## config.mk

```make
export PLATFORM = sky130hd
export DESIGN_NAME = ple_top
export DESIGN_NICKNAME = d
export VERILOG_FILES = /design/src/rtl/ple_pkg.sv /design/src/rtl/ple_top.sv /design/src/rtl/ple_delay.sv
export SDC_FILE = /design/constraint.sdc
export NUM_CORES = 2
export LEC_CHECK = 0
export BUFFER_PORTS_ARGS = -buffer_cell sky130_fd_sc_hd__buf_2
export CORE_MARGIN = 3
export CORE_UTILIZATION = 45
export DETAILED_ROUTE_END_ITERATION = 8
export PLACE_DENSITY = 0.72
export SETUP_SLACK_MARGIN = 0.1
export SKIP_LAST_GASP = 1
export SYNTH_ARGS = -nofsm -noshare
export SYNTH_HDL_FRONTEND = slang
export SYNTH_SLANG_ARGS = --single-unit
```

## constraint.sdc

```tcl
create_clock -name clock -period 6.5 [get_ports clock]
set_input_delay 0.325 -clock clock [delete_from_list [all_inputs] [get_ports clock]]
set_output_delay 0.325 -clock clock [all_outputs]
set_load 0.01 [all_outputs]
```

## src/rtl/ple_pkg.sv

```systemverilog
// constants and types for the programmable logic equation block
package ple_pkg;
  localparam int EQ_N   = 8;
  localparam int IN_N   = 16;
  localparam int TERM_N = 4;
  localparam int SEL_W  = 6;
  localparam int IDX_W  = 3;
  localparam int DLY_W  = 16;
  localparam int ADDR_W = 8;
  localparam int DATA_W = 32;
  localparam int SRC_N  = IN_N + 3 * EQ_N;

  // source numbering: pins, then direct, latched, inverted latched outputs
  localparam logic [SEL_W-1:0] SRC_DIR   = 6'h10;
  localparam logic [SEL_W-1:0] SRC_LAT   = 6'h18;
  localparam logic [SEL_W-1:0] SRC_LATN  = 6'h20;
  localparam logic [SEL_W-1:0] SRC_LIMIT = 6'h28;
  localparam logic [SEL_W-1:0] SEL_NONE  = 6'h3f;

  // equation configuration word
  localparam int CFG_SEL_LSB  = 0;
  localparam int CFG_INV_LSB  = 24;
  localparam int CFG_GATE_LSB = 28;
  localparam int GATE_W       = 2;
  // reset selection word
  localparam int RST_SEL_LSB  = 0;
  localparam int RST_INV_BIT  = 6;
  localparam int RST_W        = 7;

  // register map, word addresses
  localparam logic [1:0]        WORD_CFG    = 2'h0;
  localparam logic [1:0]        WORD_RST    = 2'h1;
  localparam logic [1:0]        WORD_ON     = 2'h2;
  localparam logic [1:0]        WORD_OFF    = 2'h3;
  localparam logic [ADDR_W-1:0] ADDR_EQ_END = 8'h20;
  localparam logic [ADDR_W-1:0] ADDR_STATUS = 8'h20;
  localparam logic [ADDR_W-1:0] ADDR_INPUTS = 8'h21;

  // reset values: terms and reset input unassigned, and gate, no delay
  localparam logic [DATA_W-1:0] CFG_RESET = 32'h00ffffff;
  localparam logic [RST_W-1:0]  RST_RESET = 7'h3f;
  localparam logic [DLY_W-1:0]  DLY_RESET = 16'h0000;

  localparam logic [IDX_W-1:0]  IDX_FIRST = 3'h0;
  localparam logic [IDX_W-1:0]  IDX_LAST  = 3'h7;

  typedef enum logic [GATE_W-1:0] {
    PLE_GATE_AND  = 2'h0,
    PLE_GATE_OR   = 2'h1,
    PLE_GATE_NAND = 2'h2,
    PLE_GATE_NOR  = 2'h3
  } ple_gate_t;

  // gray order along idle -> snapshot -> evaluate
  typedef enum logic [1:0] {
    PLE_ST_IDLE = 2'b00,
    PLE_ST_SNAP = 2'b01,
    PLE_ST_EVAL = 2'b11
  } ple_state_t;
endpackage

```

## src/rtl/ple_top.sv

```systemverilog
// programmable logic equations evaluated in a repeating device cycle
`timescale 1ns/100ps

// Functional notes
// - four inputs per equation, selectable sources
// - each input separately invertible
// - gate result passes assert/release delay
// - direct output and set-and-hold latched output
// - complement of latched output provided
// - latch cleared by selectable, invertible reset
// - reset dominates set
// - equations evaluated ascending, cycle repeats
// - equation outputs selectable as inputs
// - lower-index changes seen same cycle
// - higher-index feedback seen next cycle
module ple_top (
  input  wire logic                       clock,
  input  wire logic                       arst_n,
  input  wire logic [ple_pkg::IN_N-1:0]   signal_in,
  input  wire logic [ple_pkg::ADDR_W-1:0] reg_addr,
  input  wire logic [ple_pkg::DATA_W-1:0] reg_wdata,
  input  wire logic                       reg_wr,
  input  wire logic                       reg_rd,
  output logic      [ple_pkg::DATA_W-1:0] reg_rdata,
  output logic      [ple_pkg::EQ_N-1:0]   eq_direct,
  output logic      [ple_pkg::EQ_N-1:0]   eq_latched,
  output logic      [ple_pkg::EQ_N-1:0]   eq_latched_n,
  output logic                            cycle_done
);
  import ple_pkg::*;

  logic [DATA_W-1:0] cfg_reg [EQ_N];
  logic [RST_W-1:0]  rst_reg [EQ_N];
  logic [DLY_W-1:0]  on_reg  [EQ_N];
  logic [DLY_W-1:0]  off_reg [EQ_N];

  logic [IN_N-1:0]   in_meta_reg;
  logic [IN_N-1:0]   in_sync_reg;
  logic [IN_N-1:0]   in_snap_reg;
  logic [EQ_N-1:0]   dir_reg;
  logic [EQ_N-1:0]   lat_reg;
  logic [EQ_N-1:0]   lat_n_reg;
  logic              done_reg;
  logic [DATA_W-1:0] rdata_reg;

  ple_state_t        state_reg;
  logic [IDX_W-1:0]  idx_reg;

  logic [SRC_N-1:0]  src;
  logic              eval;
  logic              gate_res;
  logic              rst_act;
  logic [EQ_N-1:0]   dly_next;
  logic              dly_cur;
  logic              wr_eq;
  logic [IDX_W-1:0]  wr_idx;
  logic [IDX_W-1:0]  rd_idx;

  assign eq_direct    = dir_reg;
  assign eq_latched   = lat_reg;
  assign eq_latched_n = lat_n_reg;
  assign cycle_done   = done_reg;
  assign reg_rdata    = rdata_reg;

  assign eval    = (state_reg == PLE_ST_EVAL);
  assign dly_cur = dly_next[idx_reg];

  // outputs already updated this cycle sit beside last cycle's higher ones
  assign src = {lat_n_reg, lat_reg, dir_reg, in_snap_reg};

  // pins come from outside the clock domain
  always_ff @(posedge clock or negedge arst_n) begin
    if (!arst_n) begin
      in_meta_reg <= '0;
      in_sync_reg <= '0;
    end else begin
      in_meta_reg <= signal_in;
      in_sync_reg <= in_meta_reg;
    end
  end

  // one snapshot per cycle so every equation sees the same pin state
  always_ff @(posedge clock or negedge arst_n) begin
    if (!arst_n) begin
      in_snap_reg <= '0;
    end else if (state_reg == PLE_ST_SNAP) begin
      in_snap_reg <= in_sync_reg;
    end
  end

  always_ff @(posedge clock or negedge arst_n) begin
    if (!arst_n) begin
      state_reg <= PLE_ST_IDLE;
      idx_reg   <= IDX_FIRST;
      done_reg  <= 1'b0;
    end else begin
      done_reg <= 1'b0;
      case (state_reg)
        PLE_ST_IDLE: begin
          state_reg <= PLE_ST_SNAP;
        end
        PLE_ST_SNAP: begin
          state_reg <= PLE_ST_EVAL;
          idx_reg   <= IDX_FIRST;
        end
        PLE_ST_EVAL: begin
          if (idx_reg == IDX_LAST) begin
            state_reg <= PLE_ST_SNAP;
            done_reg  <= 1'b1;
          end else begin
            idx_reg <= idx_reg + 3'h1;
          end
        end
        default: begin
          state_reg <= PLE_ST_IDLE;
        end
      endcase
    end
  end

  // gate of the equation currently being evaluated
  always_comb begin
    logic [DATA_W-1:0] cur;
    logic [SEL_W-1:0]  sel;
    logic              term;
    logic              all_one;
    logic              any_one;
    cur     = cfg_reg[idx_reg];
    sel     = SEL_NONE;
    term    = 1'b0;
    all_one = 1'b1;
    any_one = 1'b0;
    for (int k = 0; k < TERM_N; k++) begin
      sel = cur[CFG_SEL_LSB + k * SEL_W +: SEL_W];
      // unassigned terms are skipped, which is neutral for every gate
      if (sel < SRC_LIMIT) begin
        term    = src[sel] ^ cur[CFG_INV_LSB + k];
        all_one = all_one & term;
        any_one = any_one | term;
      end
    end
    case (ple_gate_t'(cur[CFG_GATE_LSB +: GATE_W]))
      PLE_GATE_AND:  gate_res = all_one;
      PLE_GATE_OR:   gate_res = any_one;
      PLE_GATE_NAND: gate_res = ~all_one;
      PLE_GATE_NOR:  gate_res = ~any_one;
      default:       gate_res = all_one;
    endcase
  end

  always_comb begin
    logic [SEL_W-1:0] rsel;
    rsel    = rst_reg[idx_reg][RST_SEL_LSB +: SEL_W];
    rst_act = 1'b0;
    if (rsel < SRC_LIMIT) begin
      rst_act = src[rsel] ^ rst_reg[idx_reg][RST_INV_BIT];
    end
  end

  genvar g;
  generate
    for (g = 0; g < EQ_N; g++) begin : g_delay
      ple_delay u_delay (
        .clock              (clock),
        .arst_n             (arst_n),
        .step               (eval && (idx_reg == IDX_W'(g))),
        .level              (gate_res),
        .assert_delay_time  (on_reg[g]),
        .release_delay_time (off_reg[g]),
        .out_next           (dly_next[g])
      );
    end
  endgenerate

  always_ff @(posedge clock or negedge arst_n) begin
    if (!arst_n) begin
      dir_reg <= '0;
    end else if (eval) begin
      dir_reg[idx_reg] <= dly_cur;
    end
  end

  always_ff @(posedge clock or negedge arst_n) begin
    if (!arst_n) begin
      lat_reg   <= '0;
      lat_n_reg <= '1;
    end else if (eval) begin
      if (rst_act) begin
        lat_reg[idx_reg]   <= 1'b0;
        lat_n_reg[idx_reg] <= 1'b1;
      end else if (dly_cur) begin
        lat_reg[idx_reg]   <= 1'b1;
        lat_n_reg[idx_reg] <= 1'b0;
      end
    end
  end

  // configuration writes; a change applies from the next evaluation step
  assign wr_eq  = reg_wr && (reg_addr < ADDR_EQ_END);
  assign wr_idx = reg_addr[2 +: IDX_W];
  assign rd_idx = reg_addr[2 +: IDX_W];

  always_ff @(posedge clock or negedge arst_n) begin
    if (!arst_n) begin
      for (int i = 0; i < EQ_N; i++) begin
        cfg_reg[i] <= CFG_RESET;
        rst_reg[i] <= RST_RESET;
        on_reg[i]  <= DLY_RESET;
        off_reg[i] <= DLY_RESET;
      end
    end else if (wr_eq) begin
      case (reg_addr[1:0])
        WORD_CFG: cfg_reg[wr_idx] <= reg_wdata;
        WORD_RST: rst_reg[wr_idx] <= reg_wdata[RST_W-1:0];
        WORD_ON:  on_reg[wr_idx]  <= reg_wdata[DLY_W-1:0];
        WORD_OFF: off_reg[wr_idx] <= reg_wdata[DLY_W-1:0];
        default:  cfg_reg[wr_idx] <= reg_wdata;
      endcase
    end
  end

  // read data stands only in the cycle after the strobe
  always_ff @(posedge clock or negedge arst_n) begin
    if (!arst_n) begin
      rdata_reg <= '0;
    end else if (!reg_rd) begin
      rdata_reg <= '0;
    end else if (reg_addr < ADDR_EQ_END) begin
      case (reg_addr[1:0])
        WORD_CFG: rdata_reg <= cfg_reg[rd_idx];
        WORD_RST: rdata_reg <= {25'h0000000, rst_reg[rd_idx]};
        WORD_ON:  rdata_reg <= {16'h0000, on_reg[rd_idx]};
        WORD_OFF: rdata_reg <= {16'h0000, off_reg[rd_idx]};
        default:  rdata_reg <= '0;
      endcase
    end else if (reg_addr == ADDR_STATUS) begin
      rdata_reg <= {lat_n_reg, 8'h00, lat_reg, dir_reg};
    end else if (reg_addr == ADDR_INPUTS) begin
      rdata_reg <= {16'h0000, in_snap_reg};
    end else begin
      rdata_reg <= '0;
    end
  end
endmodule

```

## src/rtl/ple_delay.sv

```systemverilog
// assert and release delay stage of one logic equation
`timescale 1ns/100ps
module ple_delay (
  input  wire logic                      clock,
  input  wire logic                      arst_n,
  input  wire logic                      step,
  input  wire logic                      level,
  input  wire logic [ple_pkg::DLY_W-1:0] assert_delay_time,
  input  wire logic [ple_pkg::DLY_W-1:0] release_delay_time,
  output logic                           out_next
);
  import ple_pkg::*;

  logic             state_reg;
  logic [DLY_W-1:0] cnt_reg;
  logic [DLY_W-1:0] limit;
  logic             expire;

  // times count in evaluation cycles; zero means no delay
  assign limit  = level ? assert_delay_time : release_delay_time;
  assign expire = (cnt_reg >= limit);

  always_comb begin
    out_next = state_reg;
    if (step && (level != state_reg) && expire) begin
      out_next = level;
    end
  end

  always_ff @(posedge clock or negedge arst_n) begin
    if (!arst_n) begin
      state_reg <= 1'b0;
    end else if (step) begin
      state_reg <= out_next;
    end
  end

  // counter restarts whenever the level returns to the held state
  always_ff @(posedge clock or negedge arst_n) begin
    if (!arst_n) begin
      cnt_reg <= DLY_RESET;
    end else if (step) begin
      if ((level == state_reg) || expire) begin
        cnt_reg <= DLY_RESET;
      end else begin
        cnt_reg <= cnt_reg + 16'h0001;
      end
    end
  end
endmodule

```

Word-level counts from Yosys, hierarchy flattened --
Index checks and enable logic that the tools add are counted.
Word-level totals: register bits 814, latch bits 0, RAM bits 0, memory bits (read-only) 0, input port bits 60, output and inout port bits 57, logic and storage cells 285, memories 0
Operators by class: add/sub/neg operators 9, multipliers 0, div/mod/pow operators 0, $lt $le $gt $ge 24, equal/unequal tests 35, shift-type cells 0, multiplexer cells 92, bitwise logic cells 20, reduce and logical (&&, ||, !) cells 47
Operator list (count):
- 16-bit 2-to-1 mux | 22
- 128-bit bitwise mux | 2
- 256-bit bitwise mux | 1
- 32-bit binary-select mux with 3-bit select | 2
- 32-bit 2-to-1 mux | 6
- 16-bit by 1-bit adder with 16-bit output (second input constant) | 8
- 16-bit >= comparator | 8
- 32-bit one-hot mux with 4 select lines | 1
- 16-bit binary-select mux with 3-bit select | 2
- 32-bit demux with 3-bit select | 1
- 30-bit 2-to-1 mux | 2
- 56-bit bitwise mux | 1
- 16-bit demux with 3-bit select | 1
- 7-bit binary-select mux with 3-bit select | 2
- 6-bit by 7-bit < comparator with 1-bit output (second input constant) | 5
- 7-bit 2-to-1 mux | 5
- 8-bit 2-to-1 mux | 4
- 1-bit binary-select mux with 6-bit select | 5
- 6-bit < comparator (second input constant) | 5
- 1-bit logical AND | 27
- 1-bit 2-to-1 mux | 26
- 7-bit demux with 3-bit select | 1
- 8-bit bitwise AND | 2
- 8-bit by 6-bit == test with 1-bit output (second input constant) | 2
- other kinds (35) | 86

Longest topological paths before layout --
word-level depth 24, depth in mapped cells 37, mapped depth without buffers 27

By module --
Synthesis repeated with hierarchy kept, for this count alone.
Unflattened totals: cells, all modules 3777, area, all modules 44931.8 µm²
By module, submodules not included:
- ple_top | times used 1, cells each 2642, area each 33681.1 µm², seq. area each 17276.6 µm²
- ple_delay at g_delay[2].u_delay ... | times used 5, cells each 143, area each 1395.1 µm², seq. area each 425.4 µm²
- ple_delay at g_delay[0].u_delay ... | times used 3, cells each 140, area each 1425.1 µm², seq. area each 425.4 µm²

Worst setup path after synthesis --
No wires, ideal clock.
path type register to register, start point register idx_reg[0], end point register dir_reg[3], in the netlist eq_direct[3], arrival 7.077 ns, required time 6.363 ns, slack -0.714 ns, cell stages (with the launch flop) 32, buffers on the path 7, period minus slack after synthesis 7.214 ns, path through dfrtp_1 buf_6 buf_6 a211o_1 a22oi_1 buf_6 mux4_2 a211oi_1 a21oi_1 a211oi_2 mux2i_1 nor4_4 or4_4 buf_6 nand2_1 buf_2 buf_4 mux2i_1 ha_1 a21o_1 a21o_1 a21oi_1 o21ai_0 nand4_1 and2_1 nor3_1 o32a_1 nand4_1 a311oi_1 o21a_1 buf_2 a21oi_1
On the way: longest elaborated chain between the ends 23, elaborated cells on any way between the ends 113, those cells by class order compare (14); eq/ne (18); mux (41); bitwise (13); reduce/logical (27)
RTL lines:
- start: declaration | RTL line ple_top.sv:47 | logic [IDX_W-1:0] idx_reg;
- start signal: assignment | RTL line ple_top.sv:111 | idx_reg <= idx_reg + 3'h1;
- 3-bit NOT with 4-bit output (implied by the code) | RTL line ple_top.sv:128 | cur = cfg_reg[idx_reg];
- 32-bit binary-select mux with 3-bit select | RTL line ple_top.sv:128
- 30-bit 2-to-1 mux (implied by the code) (2 in a row) | RTL line ple_top.sv:128
- 1-bit binary-select mux with 6-bit select | RTL line ple_top.sv:137 | term = src[sel] ^ cur[CFG_INV_LSB + k];
- 1-bit 2-to-1 mux (implied by the code) | RTL line ple_top.sv:137
- 1-bit bitwise XOR | RTL line ple_top.sv:137
- 1-bit 2-to-1 mux | RTL line ple_top.sv:136 | if (sel < SRC_LIMIT) begin
- 1-bit bitwise OR or 1-bit bitwise AND (tied branches) | RTL line ple_top.sv:139, ple_top.sv:138
- [... 6 more ...]
- 1-bit one-hot mux with 4 select lines | RTL line ple_top.sv:142 | case (ple_gate_t'(cur[CFG_GATE_LSB +: GATE_W]))
- 16-bit 2-to-1 mux or 1-bit != test (tied branches) | RTL line ple_delay.sv:20, ple_delay.sv:25
- 16-bit >= comparator or 1-bit logical AND (tied branches) | RTL line ple_delay.sv:21, ple_delay.sv:25
- 1-bit logical AND | RTL line ple_delay.sv:25 | if (step && (level != state_reg) && expire) begin
- 1-bit 2-to-1 mux | RTL line ple_delay.sv:25
- 1-bit binary-select mux with 3-bit select | RTL line ple_top.sv:66 | assign dly_cur = dly_next[idx_reg];
- 1-bit 2-to-1 mux (implied by the code) | RTL line ple_top.sv:66
- 8-bit bitwise mux (*) | RTL line ple_top.sv:179 | dir_reg[idx_reg] <= dly_cur;
- end signal: indexed assignment | RTL line ple_top.sv:179
- end: declaration | RTL line ple_top.sv:40 | logic [EQ_N-1:0] dir_reg;
Every way passes the cells marked *; elsewhere a longest branch is shown, timed or not. The select of a mux whose other input is x is not followed. A chain may end at the register's enable or synchronous reset.

==> out/results.tsv <==
stage	metric	value	unit
floorplanning	die_area	106000	um2
place	io_buffers	116	
global_route	antenna_found_initial	8	
cts	clock-root-buffer	clkbuf_16	
cts	htreeDepth	3	
status	status	complete, but fails checks	
cts	clock_latency	0.71	ns
critical_path	cp_common_cell	buf_4	
job	max_cap_viol_count	0	
sta	max_freq	0.136	GHz
synth	synth_cell_types	103	
global_route	grt_first_pass_wirelength	254	mm
detailed_routing	vias	39100	
floorplanning	core_area	101000	um2
layout	area_delta_synth_final	24.0	%
floorplanning	ios	117	
detailed_routing	drc	0	
layout	multi_input_area	25100	um2
sta	setup_slack	-0.830	ns
sta	rsz0062_at_grt	true	
cts	cts_made_buffers	89	
sta	setup_violations	134	
cts	cts_tree	done	
detailed_routing	drt-total-wl	175	mm
place	gp_congestion	0.989	
detailed_routing	viasPerCell	6.52	
floorplanning	start_util	45.6	%
synth	ys_seq_area_share	45.1	%
synth	async_flop_share	100	%
sta	min_period	7.33	ns
place	place_area	51000	um2
layout	drive_above_1_share	44.1	%
global_route	grt_max_degree	170	
synth	synth-main-ff-cell	dfrtp_1	
floorplanning	die_h	325	um
critical_path	crit_type	reg -> reg	
cts	clk_pin_slew	0.06	ns
synth	synth-edff-count	0	
critical_path	critPathArrivalTime	7.92	ns
layout	n_fill_cell	8188	
pwr	cellPowerDensity	241	nW/um2
place	hpwl	121	mm
critical_path	cp_max_fo	8	
pwr	p_leak	25.1	nW
synth	yosys_warnings	0	
status	violations	setup timing	
global_route	grt_pass1_vias	37900	
layout	layout.nets	4767	
floorplanning	die_x	325	um
critical_path	cp.required	7.09	ns
sta	tightestPinTransition	1.33	ns
detailed_routing	wire_per_inst	29.1	um
place	post-place-ws	-1.24	ns
global_route	grt-ovfl-total	0	
sta	whs	0.154	ns
pwr	p_total	0.0137	W
sta	finalClockSkew	0.0397	ns
worst_hold_path	hold_path_class	in -> reg	
sta	slew_viol_final	0	
layout	seqCellArea	20700	um2
global_route	gr-usage-all-layers	31.7	%
synth	syn_area_per_cell	11.4	um2
detailed_routing	ant_nets	0	
floorplanning	rows	116	
cts	max-clock-path-buffers	3	
critical_path	crit_slowest_cell	dfrtp_4	
layout	largest_reg_flops	256	
detailed_routing	drt_pre_antenna_iters	9	
synth	synth-seq-cells	814	
synth	netlist_instances	4027	
detailed_routing	drtIter0Drc	5068	
sta	final-hold-violation-count	0	
pwr	ir_drop	218	uV
cts	clock-sinks	814	
sta	period_share	113	%
synth	syn_area	45800	um2
sta	relSlewSlack	10.5	%
critical_path	slowest_delay	0.53	ns
critical_path	cp-start-kind	register	
layout	fin_util	56.5	%
layout	fin_area	56800	um2
synth	syn_nets	4229	
critical_path	worst_setup_path_end_kind	register	
## cell type report
type,instances,share of cell area (%)
Timing Repair Buffer,719,10.4
Antenna cell,9,0.0396
Inverter,78,0.515
Sequential cell,814,36.4
Multi-Input combinational cell,2863,44.1
Clock buffer,121,4.47
Tap cell,1357,2.99
Clock inverter,45,1.14
## report_power, final
part	internal, W	switching, W	total [W]
Clock	0.00325	0.00229	0.00553
Combinational	0.00111	0.00141	0.00253
Sequential	0.00536	0.000255	0.00561
## cells in the mapped netlist (all sizes together), types with 78 or more instances
library cell	number	area, um2
mux2	628	7090
dfrtp	566	14200
nand2	249	945
dfstp	248	6520
mux2i	233	2340
a22oi	160	1220
clkbuf	155	582
ha	142	1780
a21oi	140	742
nor2	136	538
o21ai	127	639
buf	121	723
nand3	91	455
inv	78	293
## layer usage
metal / wire (um) / up-vias / global-route usage (%)
li1: - / 16400 / -
met1: 69100 / 19700 / 43.0
met2: 74600 / 2559 / 46.1
met3: 21100 / 554 / 9.48
met4: 9700 / 6 / 16.1
met5: 32 / - / 0
## worst paths after layout
path / from / to / slack [ns] / cells past startpoint
max in group asynchronous: arst_n / reg_rdata[19]$_DFF_PN0_ / 4.56 / 3
min: reg_rd / reg_rdata[5]$_DFF_PN0_ / 0.15 / 2
min reg2reg: in_meta_reg[10]$_DFF_PN0_ / in_sync_reg[10]$_DFF_PN0_ / 0.34 / 0
min in group asynchronous: arst_n / on_reg[107]$_DFFE_PN0P_ / 0.30 / 2
max: idx_reg[2]$_DFFE_PN0P_ / register / -0.83 / 39
max reg2reg: idx_reg[2]$_DFFE_PN0P_ / register / -0.83 / 39
## metrics by stage
stage                     std cells  TNS [ns]
after global routing           5997    -71.18
final                          6006    -46.73
after detailed placement       5700    -91.03
after global placement         5700    -65.27
after CTS                      5940    -39.90
after floorplan                4027         0
## placed cells by master, fill, tap and decap left out, types with 30 or more instances in the layout
cell,Yosys,routed
nand2_1,247,226
mux2_2,618,616
nand4_1,66,66
xor2_1,35,35
dfstp_2,248,248
dfrtp_1,566,563
a221oi_1,39,37
buf_4,22,486
mux4_2,32,32
nor2_1,129,118
ha_1,142,138
a22oi_1,157,152
mux2i_1,232,208
o21ai_0,111,94
o211ai_1,64,64
nand3_1,91,89
a22o_1,38,37
buf_2,35,116
a21oi_1,129,85
a31oi_1,35,31
dlygate4sd3_1,0,33
inv_1,75,75
o22ai_1,42,36
a211oi_2,3,30
nor2b_1,34,33
a21o_1,45,44
xnor2_1,51,51
nor3_1,43,37
buf_6,19,39
a21oi_2,11,52
buf_12,0,32
clkbuf_16,0,92
a221o_1,31,30
## cells by family (layout without fill, tap and decap cells)
kind of cell / after synthesis / after routing / synth area share (%)
other: 0 / 9 / 0
adder cells (fa/ha/maj): 142 / 142 / 3.88
multiplexers: 893 / 893 / 22.1
flip-flops: 814 / 814 / 45.1
XOR/XNOR: 86 / 86 / 1.64
AND/OR/NAND/NOR: 776 / 779 / 8.46
buffers and inverters: 354 / 963 / 3.49
AO/OA/AOI/OAI: 962 / 963 / 15.3
## critical path: cells and delay by family (launching register included)
family / cells / cell delay (ns)
DFF: 1 / 0.53
buffers and inverters: 14 / 1.99
and+or+nand+nor: 3 / 0.36
AOI/OAI and AO/OA: 18 / 3.36
adders and majority gates: 1 / 0.26
muxes: 3 / 0.69
## repair_timing
| action | CTS | global route |
|---|---|---|
| gates resized for setup | 149 | 182 |
| buffers inserted | 37 | 52 |
| hold endpoints to repair | 219 | 0 |
| hold buffers | 33 | 0 |
| cloned | 5 | 5 |
| pin swaps | 76 | 109 |
| endpoints found under the setup margin | 160 | 160 |
(Power assumes the default switching activity.)
